### src/serial_ctl_pkg.sv
package serial_ctl_pkg;
   localparam logic [3:0] REG_CMD        = 4'h0;
   localparam logic [3:0] REG_INT_MODE   = 4'h1;
   localparam logic [3:0] REG_VECTOR     = 4'h2;
   localparam logic [3:0] REG_RX_CTL     = 4'h3;
   localparam logic [3:0] REG_TX_CTL     = 4'h5;
   localparam logic [3:0] REG_MASTER_INT = 4'h9;
   localparam logic [3:0] REG_BAUD_CTL   = 4'hE;
   localparam logic [3:0] RD_BUF_STATUS  = 4'h0;
   localparam logic [3:0] RD_SPECIAL     = 4'h1;
   localparam logic [3:0] RD_VECTOR      = 4'h2;
   localparam logic [3:0] RD_DATA        = 4'h8;
   localparam logic [3:0] WR_DATA        = 4'h8;
   localparam int BAUD_EN_BIT   = 0;
   localparam int RX_EN_BIT     = 0;
   localparam int TX_EN_BIT     = 3;
   localparam int MIE_BIT       = 3;
   localparam int TX_INT_EN_BIT = 1;
   localparam int RX_MODE_LSB   = 3;
   localparam int VEC_TX_BIT    = 4;
   localparam int VEC_RX_BIT    = 5;
   localparam int VEC_SP_BIT    = 6;
   localparam int ERR_PARITY    = 4;
   localparam int ERR_OVERRUN   = 5;
   localparam int ERR_FRAMING   = 6;
   localparam logic [1:0] RX_MODE_ALL = 2'h2;
   localparam logic [7:0] CMD_RESET_TX_IP = 8'h28;
   localparam logic [7:0] CMD_ERROR_RESET = 8'h30;
   localparam logic [7:0] MIC_FORCE_RESET = 8'hC0;
   localparam int CYCLE_RECOVERY = 6;
   localparam int RESET_RECOVERY = 11;
   // Host side registers over AHB-Lite (byte addresses)
   localparam logic [7:0] H_CTRL   = 8'h00;
   localparam logic [7:0] H_WDATA  = 8'h04;
   localparam logic [7:0] H_RDATA  = 8'h08;
   localparam logic [7:0] H_STATUS = 8'h0C;
   localparam logic [7:0] H_IRQ_ST = 8'h10;
   localparam logic [7:0] H_IRQ_MK = 8'h14;
   localparam int H_BUSY_BIT = 0;
   localparam int H_INT_BIT  = 1;
   localparam logic [1:0] IRQ_RESET = 2'h0;
endpackage

### src/serial_ctl_if.sv
`timescale 1ns/1ns
interface serial_ctl_if;
   logic       wrStb;
   logic       rdStb;
   logic [3:0] regAddr;
   logic [7:0] wrData;
   logic [7:0] rdData;
   logic       intReq;
   modport dev (input wrStb, input rdStb, input regAddr, input wrData,
                output rdData, output intReq);
   modport host (output wrStb, output rdStb, output regAddr,
                 output wrData, input rdData, input intReq);
endinterface

### src/serial_ctl_dev.sv
// Implementation choices: the address map and the AHB-Lite interface to the registers.
`timescale 1ns/1ns
// Functional notes
// Baud control bit 0 starts baud generator
// Receive control bit 0 enables receiver
// Transmit control bit 3 enables transmitter
// Host rewrites other bits unchanged
// All-char mode interrupts every char, special
// Interrupt output needs master enable bit 3
// No tx interrupt before first char shifts
// Command 28H clears tx pending flag
// No tx interrupt until next character
// Vector read shows highest pending interrupt
// Next read shows next pending after clear
// Vector bit 4 tx, bit 5 rx
// Special status nonzero on char errors
// Command 30H clears latched errors
// Host spaces accesses 6, after reset 11
// Writing C0 to master control resets
// Interrupt held until all pending cleared
module serial_ctl_dev (
   input  wire logic       core_clk,
   input  wire logic       rst,
   serial_ctl_if.dev       bus,
   input  wire logic       rxValid,
   input  wire logic [7:0] rxChar,
   input  wire logic [2:0] rxErr,
   input  wire logic       txShiftDone,
   output logic            baudEn,
   output logic            rxEn,
   output logic            txEn,
   output logic            txLoad,
   output logic [7:0]      txChar
);
   logic [7:0] baudCtl_ff, rxCtl_ff, txCtl_ff, intMode_ff, mic_ff, vec_ff;
   logic [7:0] rxBuf_ff, spStat_ff, rdData_ff;
   logic       txIp_ff, rxIp_ff, spIp_ff, txBusy_ff, txEmpty_ff, rxAvail_ff;
   logic       intReq_ff, softRst_ff;
   logic       rstAll, wrCmd, rxMode, txIe, rdRx;
   logic [7:0] nxt_vec;

   assign rstAll = rst | softRst_ff;
   assign wrCmd  = bus.wrStb & (bus.regAddr == serial_ctl_pkg::REG_CMD);
   // Reading the data register consumes the received character
   assign rdRx   = bus.rdStb & (bus.regAddr == serial_ctl_pkg::RD_DATA);
   assign rxMode = intMode_ff[serial_ctl_pkg::RX_MODE_LSB +: 2]
                   == serial_ctl_pkg::RX_MODE_ALL;
   assign txIe   = intMode_ff[serial_ctl_pkg::TX_INT_EN_BIT];

   // Bit positions must land inside the byte-wide registers
   if (serial_ctl_pkg::RX_MODE_LSB > 6 || serial_ctl_pkg::MIE_BIT > 7
       || serial_ctl_pkg::TX_EN_BIT > 7 || serial_ctl_pkg::VEC_SP_BIT > 7) begin
      $error("register field position outside the byte");
   end

   // Forced reset acts one cycle after its write, like the pin
   always_ff @(posedge core_clk) begin
      softRst_ff <= ~rst & bus.wrStb
         & (bus.regAddr == serial_ctl_pkg::REG_MASTER_INT)
         & (bus.wrData == serial_ctl_pkg::MIC_FORCE_RESET);
   end

   // Control registers take whole bytes as written
   always_ff @(posedge core_clk) begin
      if (rstAll) begin
         baudCtl_ff <= 8'h00;
         rxCtl_ff   <= 8'h00;
         txCtl_ff   <= 8'h00;
         intMode_ff <= 8'h00;
         mic_ff     <= 8'h00;
         vec_ff     <= 8'h00;
      end else if (bus.wrStb) begin
         unique case (bus.regAddr)
            serial_ctl_pkg::REG_BAUD_CTL:   baudCtl_ff <= bus.wrData;
            serial_ctl_pkg::REG_RX_CTL:     rxCtl_ff   <= bus.wrData;
            serial_ctl_pkg::REG_TX_CTL:     txCtl_ff   <= bus.wrData;
            serial_ctl_pkg::REG_INT_MODE:   intMode_ff <= bus.wrData;
            serial_ctl_pkg::REG_MASTER_INT: mic_ff     <= bus.wrData;
            serial_ctl_pkg::REG_VECTOR:     vec_ff     <= bus.wrData;
            default: ;
         endcase
      end
   end

   // Enables follow their control bits one cycle later
   always_ff @(posedge core_clk) begin
      baudEn <= ~rstAll & baudCtl_ff[serial_ctl_pkg::BAUD_EN_BIT];
      rxEn   <= ~rstAll & rxCtl_ff[serial_ctl_pkg::RX_EN_BIT];
      txEn   <= ~rstAll & txCtl_ff[serial_ctl_pkg::TX_EN_BIT];
   end

   // Transmit path: buffer to shift register
   // A data write with the transmitter off is dropped
   always_ff @(posedge core_clk) begin
      if (rstAll) begin
         txLoad     <= 1'b0;
         txChar     <= 8'h00;
         txBusy_ff  <= 1'b0;
         txEmpty_ff <= 1'b1;
      end else begin
         txLoad <= 1'b0;
         if (bus.wrStb && bus.regAddr == serial_ctl_pkg::WR_DATA && txEn) begin
            txChar <= bus.wrData;
            txLoad <= 1'b1;
            txBusy_ff <= 1'b1;
         end else if (txShiftDone) begin
            txBusy_ff <= 1'b0;
         end
         txEmpty_ff <= ~txBusy_ff;
      end
   end

   // Transmit pending: set when a written char enters the shifter
   // Set wins, so a load racing a clear is never lost
   always_ff @(posedge core_clk) begin
      if (rstAll) begin
         txIp_ff <= 1'b0;
      end else if (txLoad && txIe) begin
         txIp_ff <= 1'b1;
      end else if (wrCmd && bus.wrData == serial_ctl_pkg::CMD_RESET_TX_IP) begin
         txIp_ff <= 1'b0;
      end else if (bus.wrStb && bus.regAddr == serial_ctl_pkg::WR_DATA) begin
         txIp_ff <= 1'b0;
      end
   end

   // Receive character
   always_ff @(posedge core_clk) begin
      if (rstAll) begin
         rxBuf_ff   <= 8'h00;
         rxAvail_ff <= 1'b0;
         rxIp_ff    <= 1'b0;
      end else if (rxValid && rxEn) begin
         rxBuf_ff   <= rxChar;
         rxAvail_ff <= 1'b1;
         rxIp_ff    <= rxMode;
      end else if (rdRx) begin
         rxAvail_ff <= 1'b0;
         rxIp_ff    <= 1'b0;
      end
   end

   // Special condition: sticky; an error in the clear cycle still latches
   always_ff @(posedge core_clk) begin
      if (rstAll) begin
         spStat_ff <= 8'h00;
         spIp_ff   <= 1'b0;
      end else begin
         if (wrCmd && bus.wrData == serial_ctl_pkg::CMD_ERROR_RESET) begin
            spStat_ff <= 8'h00;
            spIp_ff   <= 1'b0;
         end
         if (rxValid && rxEn) begin
            if (rxErr[2] || (rxAvail_ff && !rdRx))
               spStat_ff[serial_ctl_pkg::ERR_OVERRUN] <= 1'b1;
            if (rxErr[0])
               spStat_ff[serial_ctl_pkg::ERR_PARITY] <= 1'b1;
            if (rxErr[1])
               spStat_ff[serial_ctl_pkg::ERR_FRAMING] <= 1'b1;
            if (rxMode && ((|rxErr) || (rxAvail_ff && !rdRx)))
               spIp_ff <= 1'b1;
         end
      end
   end

   // Status-bearing vector: special > rx > tx
   // Status bits are rebuilt for each read, never stored
   always_comb begin
      nxt_vec = vec_ff;
      nxt_vec[serial_ctl_pkg::VEC_TX_BIT] = 1'b0;
      nxt_vec[serial_ctl_pkg::VEC_RX_BIT] = 1'b0;
      nxt_vec[serial_ctl_pkg::VEC_SP_BIT] = 1'b0;
      if (spIp_ff) begin
         nxt_vec[serial_ctl_pkg::VEC_SP_BIT] = 1'b1;
         nxt_vec[serial_ctl_pkg::VEC_RX_BIT] = 1'b1;
      end else if (rxIp_ff) begin
         nxt_vec[serial_ctl_pkg::VEC_RX_BIT] = 1'b1;
      end else if (txIp_ff) begin
         nxt_vec[serial_ctl_pkg::VEC_TX_BIT] = 1'b1;
      end
   end

   // Read data stands from the edge after the read strobe
   always_ff @(posedge core_clk) begin
      if (rstAll) begin
         rdData_ff <= 8'h00;
      end else if (bus.rdStb) begin
         unique case (bus.regAddr)
            serial_ctl_pkg::RD_VECTOR:     rdData_ff <= nxt_vec;
            serial_ctl_pkg::RD_SPECIAL:    rdData_ff <= spStat_ff;
            // Buffer status: bit 2 transmit empty, bit 0 receive full
            serial_ctl_pkg::RD_BUF_STATUS:
               rdData_ff <= {5'h00, txEmpty_ff, 1'b0, rxAvail_ff};
            serial_ctl_pkg::RD_DATA:       rdData_ff <= rxBuf_ff;
            default:                       rdData_ff <= 8'h00;
         endcase
      end
   end
   assign bus.rdData = rdData_ff;

   // Registered so the interrupt pin never glitches
   always_ff @(posedge core_clk) begin
      if (rstAll)
         intReq_ff <= 1'b0;
      else
         intReq_ff <= mic_ff[serial_ctl_pkg::MIE_BIT]
                      & (txIp_ff | rxIp_ff | spIp_ff);
   end
   assign bus.intReq = intReq_ff;
endmodule

### src/flat_wrapper.sv
// flat-port wrapper written by rule: the top's interface ports become plain ports
module serial_ctl_dev_flat 
  (core_clk, rst, rxValid, rxChar, rxErr, txShiftDone, baudEn, rxEn, txEn, txLoad, txChar, bus_wrStb, bus_rdStb, bus_regAddr, bus_wrData, bus_rdData, bus_intReq);
  serial_ctl_if bus_i ();
  input  wire logic core_clk;
  input  wire logic rst;
  input  wire logic rxValid;
  input  wire logic [7:0] rxChar;
  input  wire logic [2:0] rxErr;
  input  wire logic txShiftDone;
  output logic baudEn;
  output logic rxEn;
  output logic txEn;
  output logic txLoad;
  output logic [7:0] txChar;
  input wire logic [$bits(bus_i.wrStb)-1:0] bus_wrStb;
  input wire logic [$bits(bus_i.rdStb)-1:0] bus_rdStb;
  input wire logic [$bits(bus_i.regAddr)-1:0] bus_regAddr;
  input wire logic [$bits(bus_i.wrData)-1:0] bus_wrData;
  output wire logic [$bits(bus_i.rdData)-1:0] bus_rdData;
  output wire logic [$bits(bus_i.intReq)-1:0] bus_intReq;
  assign bus_i.wrStb = bus_wrStb;
  assign bus_i.rdStb = bus_rdStb;
  assign bus_i.regAddr = bus_regAddr;
  assign bus_i.wrData = bus_wrData;
  assign bus_rdData = bus_i.rdData;
  assign bus_intReq = bus_i.intReq;
  serial_ctl_dev u_core (.core_clk(core_clk), .rst(rst), .bus(bus_i), .rxValid(rxValid), .rxChar(rxChar), .rxErr(rxErr), .txShiftDone(txShiftDone), .baudEn(baudEn), .rxEn(rxEn), .txEn(txEn), .txLoad(txLoad), .txChar(txChar));
endmodule
### config.mk
export PLATFORM = sky130hd
export DESIGN_NAME = serial_ctl_dev_flat
export DESIGN_NICKNAME = d
export VERILOG_FILES = /design/src/serial_ctl_pkg.sv /design/src/serial_ctl_if.sv /design/src/serial_ctl_dev.sv /design/src/flat_wrapper.sv
export SDC_FILE = /design/constraint.sdc
export NUM_CORES = 1
export LEC_CHECK = 0
export ABC_AREA = 1
export BUFFER_PORTS_ARGS = -buffer_cell sky130_fd_sc_hd__buf_2
export CORE_MARGIN = 10
export CORE_UTILIZATION = 54
export DETAILED_ROUTE_END_ITERATION = 12
export PLACE_DENSITY = 0.81
export SYNTH_ARGS = -nofsm -noshare
export SYNTH_HDL_FRONTEND = slang
export SYNTH_SLANG_ARGS = --single-unit
### constraint.sdc
create_clock -name core_clk -period 1.68 [get_ports core_clk]
set_input_delay 0.084 -clock core_clk [delete_from_list [all_inputs] [get_ports core_clk]]
set_output_delay 0.084 -clock core_clk [all_outputs]
set_load 0.005 [all_outputs]
Word-level counts from Yosys, hierarchy flattened:

Index checks and enable logic that the tools add are counted.

* register bits: 62
* bits of input ports: 29
* logic and storage cells: 94

* equal/unequal tests: 11
* muxes and demuxes: 24
* bitwise operators: 15
* reductions and logical operators: 22

Operators by type and width (count)
* one-hot mux 8 bit (4 select lines): 1
* two-way mux 1 bit: 21
* equality test 8 x 6 -> 1 bit (second input constant): 2
* equality test 4 bit (second input constant): 3
* AND reduction 2 bit: 6
* AND 1 bit: 9
* equality test 4 x 2 -> 1 bit (second input constant): 2
* equality test 8 bit (second input constant): 1
* logical AND 1 bit: 8
* two-way mux 7 bit: 1
* equality test 4 x 1 -> 1 bit (second input constant): 1
* equality test 4 x 3 -> 1 bit (second input constant): 1
* logical NOT 4 bit: 1
* nonzero test 2 bit: 2
* two-way mux 3 bit: 1
* inverter 1 bit: 3
* bitwise OR 1 bit: 3
* nonzero test 3 bit: 1
* OR reduction 3 bit: 1
* equality test 2 bit (second input constant): 1
* logical OR 1 bit: 2
* logical NOT 1 bit: 1

Logic depth before layout (Yosys ltp):

* word-level depth: 8
* mapped depth: 7
* mapped depth without buffers: 7

Worst setup path before layout:

OpenSTA, ideal clock, no wires.

* path type: register to register
* from: register u_core.softRst_ff
* to: register u_core.rdData_ff[4] (netlist: u_core.bus.rdData[4])
* setup time: 143 ps
* data arrival time: 843 ps
* data required time: 1537 ps
* setup slack: 694 ps
* stages on the path, launching flop included: 5
* path through: dfxtp_1 -> nor2_1 -> inv_1 -> clkbuf_1 -> a21oi_1

* word-level cells in the longest chain between the ends: 1

Ends and longest elaborated chain
* from (decl): line serial_ctl_dev.sv:38 `logic intReq_ff, softRst_ff;`
* from (signal assigned): line serial_ctl_dev.sv:58 `softRst_ff <= ~rst & bus.wrStb`
* bitwise OR 1 bit: line serial_ctl_dev.sv:42 `assign rstAll = rst | softRst_ff;`
* to (signal assigned): line serial_ctl_dev.sv:189 `serial_ctl_pkg::RD_VECTOR: rdData_ff <= nxt_vec;`
* to (signal assigned): line serial_ctl_dev.sv:190 `serial_ctl_pkg::RD_SPECIAL: rdData_ff <= spStat_ff;`
* to (signal assigned): line serial_ctl_dev.sv:193 `rdData_ff <= {5'h00, txEmpty_ff, 1'b0, rxAvail_ff};`
* to (decl): line serial_ctl_dev.sv:36 `logic [7:0] rxBuf_ff, spStat_ff, rdData_ff;`

Every way passes these cells.
A chain may end at the register's enable or synchronous reset.

Worst setup path in the final report:

* from: register u_core.softRst_ff
* to: register u_core.intReq_ff (netlist: u_core.bus.intReq)

* word-level cells in the longest chain between the ends: 1

Ends and longest elaborated chain
* bitwise OR 1 bit: line serial_ctl_dev.sv:42
* to (signal assigned): line serial_ctl_dev.sv:206 `intReq_ff <= mic_ff[serial_ctl_pkg::MIE_BIT]`
* to (decl): line serial_ctl_dev.sv:38

Every way passes these cells.

==> summary.txt <==
Final layout
  – P&R area growth vs syn: 18.4%
  – Final standard cell area without fillers: 2540 sq um
  – Most frequent cells in the layout: sky130_fd_sc_hd__nand2_1 (59), sky130_fd_sc_hd__dfxtp_1 (51), sky130_fd_sc_hd__buf_2 (49)
  – Post-layout net count: 366
  – Fill count: 342
  – Antenna Cells: 0
  – Commonest non-fill, non-tap cell in the layout: sky130_fd_sc_hd__nand2_1
  – Non-filler cells, final: roughly 390
  – Seq. cell area: just over 1000 sq um
  – Total area of multi-input combinational cells: between 1000 and 1500 sq um
  – Share of cells above drive strength 1: 0.281

Placed design
  – Port Buf Inserts: between 40 and 50
  – Total half-perimeter wirelength after legalization and detailed placement: between 4 and 5 mm
  – Placed Cells incl. Taps: 377
  – Placed cell areas: 2430 sq um
  – Placer congestion estimate: 0.931

Routing
  – Detailed-route via count: 2018
  – Via-per-instance ratio: 5.23
  – Antenna-violating nets left: 0
  – Total wire length: 5.34 mm
  – Routed wirelength normalized by instance count: 13.8 um
  – Violation count after the first detailed-route iteration: 132
  – DRC violations left: 0
  – Router iterations before antenna repair: 4

Pwr
  – Ratio of total power to cell area: 845 nW/um^2
  – Largest vdd supply drop: between 400 and 500 uV
  – P_leak: 1.04 nW
  – Overall power of the completed layout: 0.00215 W

Setup path
  – CP Data Arrival Time: 1.35 ns
  – Crit path cell chain: nor2_1 > inv_1 > buf_4 > nor2_1
  – Setup Crit Path Kind: register to register
  – Biggest cell delay along the critical path: 0.36 ns
  – Critical Path Source Type: register
  – Required time worst endpoint: between 1.5 and 2 ns
  – Register-to-register path setup slack: 0.52 ns
  – Critical path peak fanout: 24
  – Category of the worst setup path capture point: register
  – Cell repeated most along the worst path: sky130_fd_sc_hd__nor2_1
  – Capture point of the worst reg-to-reg path: u_core.bus.intReq
  – Startpoint of the most critical register-to-register path: u_core.softRst_ff
  – Slowest cell on crit path: sky130_fd_sc_hd__buf_4
  – R2R cell count: 4

Yosys
  – Synthesized netlist net count: 314
  – Share of synthesized area occupied by flip-flops and latches: 0.475
  – Number of warnings issued by yosys: 0
  – Number of distinct library cell variants in the gate-level netlist after synthesis: 28
  – Average instance area after synthesis: approximately 7.5 sq um
  – Netlist area before placement: 2150 sq um
  – Gate count of the mapped netlist: 285
  – Number of synthesized register bits: 51

Global routing
  – Antenna violations before repair: 0
  – Wire length of the first global-routing pass: between 8 and 9 mm
  – Total GRT Usage: 0.152
  – Largest net degree at the start of global routing: 25
  – Total grt overflow: 0
  – Number of global-route vias before repair: 1884

Clock tree
  – TritonCTS clock tree: yes
  – Cells resized by post-CTS repair: 0
  – Clock latency on the worst-skew pair: 0.31 ns
  – Clock sink total: 51
  – Worst-path clk slew: 0.09 ns
  – # H-tree levels: 2
  – CTS max path bufs: 2
  – Post-CTS repair timing setup buffer count: 0
  – Cts bufs inserted: 5
  – Clock tree root driver cell: sky130_fd_sc_hd__clkbuf_8

Min path
  – Worst hold stages: 3
  – Hold WC Path Type: input pin to register
  – Worst Min Path Start: rxChar[7]
  – Sink of the worst hold path: u_core.rxBuf_ff[7]

Floorplan
  – Area of the core region: 3740 sq um
  – IO Pins: 50
  – Width of the die: 83.1 um
  – Height of the die: about 83 um
  – Die area: ~6900 sq um
  – Effective utilization at floorplan: 0.574
  – FP Rows: 22

Timing
  – Shortest period the worst path allows: 1.16 ns
  – Hold Vio Cnt, Final: 0
  – Unrepaired setup endpoints after global routing: no
  – Maximum clock frequency: 864 MHz
  – Headroom to the max-slew limit: 0.754
  – Setup Total Neg Slack: 0 ns
  – Final slew viol count: 0
  – # setup viols final: 0
  – Slew of the pin with the lowest slew margin: roughly 0.37 ns
  – Minimum hold slack: ~0.018 ns
  – Max Clock Skew: between 0.003 and 0.004 ns
  – Final worst-path cycle share: 0.689

Outcome
  – Result of the run: finished, final reports clean

Run
  – Number of max-cap violations: 0
-- per-layer routing --
| metal | GRT usage | wire (um) | up-vias | part of all wire |
|---|---|---|---|---|
| met4 | 0.0538 | 101 | 0 | 0.019 |
| met5 | 0 | 0 | - | 0 |
| li1 | - | - | 1024 | - |
| met3 | 0.0439 | 408 | 10 | 0.076 |
| met1 | 0.201 | 2490 | 903 | 0.47 |
| met2 | 0.228 | 2340 | 81 | 0.44 |
-- state kept, by name, summed over array words and instances, names as in the netlist --
name / cells
u_core.baudCtl_ff: 1
u_core.txEmpty_ff: 1
u_core.rxBuf_ff: 8
u_core.baudEn: 1
u_core.txLoad: 1
u_core.rxIp_ff: 1
u_core.txIp_ff: 1
u_core.rxAvail_ff: 1
u_core.rxCtl_ff: 1
u_core.txChar: 8
u_core.intMode_ff: 3
u_core.rxEn: 1
u_core.vec_ff: 5
u_core.mic_ff: 1
u_core.bus.rdData: 8
u_core.bus.intReq: 1
u_core.spIp_ff: 1
u_core.txEn: 1
u_core.txBusy_ff: 1
u_core.txCtl_ff: 1
u_core.softRst_ff: 1
u_core.spStat_ff: 3
-- cells by family (layout without fill, tap and decap cells) --
| group | count (synthesis) | count (layout) | synth area share |
|---|---|---|---|
| AOI/OAI and AO/OA | 55 | 55 | 0.143 |
| buffers and inverters | 30 | 83 | 0.0588 |
| and+or+nand+nor | 149 | 149 | 0.323 |
| DFF | 51 | 51 | 0.475 |
-- through the flow --
| stage | setup slack (ns) | util |
|---|---|---|
| 2_1_floorplan | 0.694 | - |
| 3_3_place_gp | 0.521 | 0.650 |
| 3_5_place_dp | 0.493 | 0.650 |
| 4_1_cts | 0.522 | 0.680 |
| 5_1_grt | 0.448 | 0.680 |
| 6_report | 0.522 | 0.680 |
-- synthesized netlist by cell type --
cell | instances | area, sq um
sky130_fd_sc_hd__a21oi_1 | 23 | 115
sky130_fd_sc_hd__a21oi_2 | 8 | 70.1
sky130_fd_sc_hd__a31oi_1 | 1 | 6.26
sky130_fd_sc_hd__buf_1 | 1 | 3.75
sky130_fd_sc_hd__buf_2 | 1 | 5.00
sky130_fd_sc_hd__buf_8 | 1 | 15.0
sky130_fd_sc_hd__clkbuf_1 | 5 | 18.8
sky130_fd_sc_hd__clkinv_1 | 1 | 3.75
sky130_fd_sc_hd__clkinv_2 | 1 | 5.00
sky130_fd_sc_hd__dfxtp_1 | 51 | 1020
sky130_fd_sc_hd__inv_1 | 15 | 56.3
sky130_fd_sc_hd__inv_2 | 5 | 18.8
sky130_fd_sc_hd__nand2_1 | 59 | 221
sky130_fd_sc_hd__nand2_2 | 11 | 68.8
sky130_fd_sc_hd__nand3_1 | 20 | 100
sky130_fd_sc_hd__nand3_2 | 1 | 10.0
sky130_fd_sc_hd__nand3_4 | 1 | 17.5
sky130_fd_sc_hd__nand3b_1 | 1 | 7.51
sky130_fd_sc_hd__nand4_1 | 2 | 12.5
sky130_fd_sc_hd__nor2_1 | 43 | 161
sky130_fd_sc_hd__nor2_2 | 3 | 18.8
sky130_fd_sc_hd__nor2_4 | 4 | 45.0
sky130_fd_sc_hd__nor3_1 | 2 | 10.0
sky130_fd_sc_hd__nor4b_2 | 1 | 15.0
sky130_fd_sc_hd__o21ai_0 | 19 | 95.1
sky130_fd_sc_hd__o21ai_1 | 3 | 15.0
sky130_fd_sc_hd__o22ai_1 | 1 | 6.26
sky130_fd_sc_hd__or2_2 | 1 | 6.26
-- timing repair --
action | CTS | global route
hold buffers | 1 | 0
setup endpoints to repair | 0 | 0
hold endpoints to repair | 1 | 0
-- worst max path at each step --
stage	startpoint	end	slack, ns	depth (start not counted)
2_1_floorplan	u_core.softRst_ff	u_core.bus.rdData[4]	0.69	4
3_3_place_gp	bus_regAddr[2]	u_core.spStat_ff[6]	0.52	7
3_5_place_dp	bus_regAddr[0]	u_core.txChar[7]	0.49	8
4_1_cts	u_core.softRst_ff	u_core.bus.intReq	0.52	4
5_1_grt	u_core.softRst_ff	u_core.bus.intReq	0.45	4
6_report	u_core.softRst_ff	u_core.bus.intReq	0.52	4
-- power by group --
group          internal (W)  switching [W]
Combinational     0.0000536       0.000108
Clock              0.000376       0.000389
Sequential          0.00122     0.00000465
Total               0.00165       0.000502
-- critical path: cells and delay by family (launching register included) --
kind	cells	cell delay [ns]
flops	1	0.32
simple gates	2	0.15
buf+inv	2	0.57
-- final cells by class --
| class | count | share of cell area |
|---|---|---|
| multi-input combinational | 204 | 0.394 |
| timing repair buffer | 53 | 0.109 |
| inverter | 22 | 0.0329 |
| sequential | 51 | 0.401 |
| clock buffer | 8 | 0.0393 |
| tap | 48 | 0.0236 |
Power figures use the tool's default switching activity.
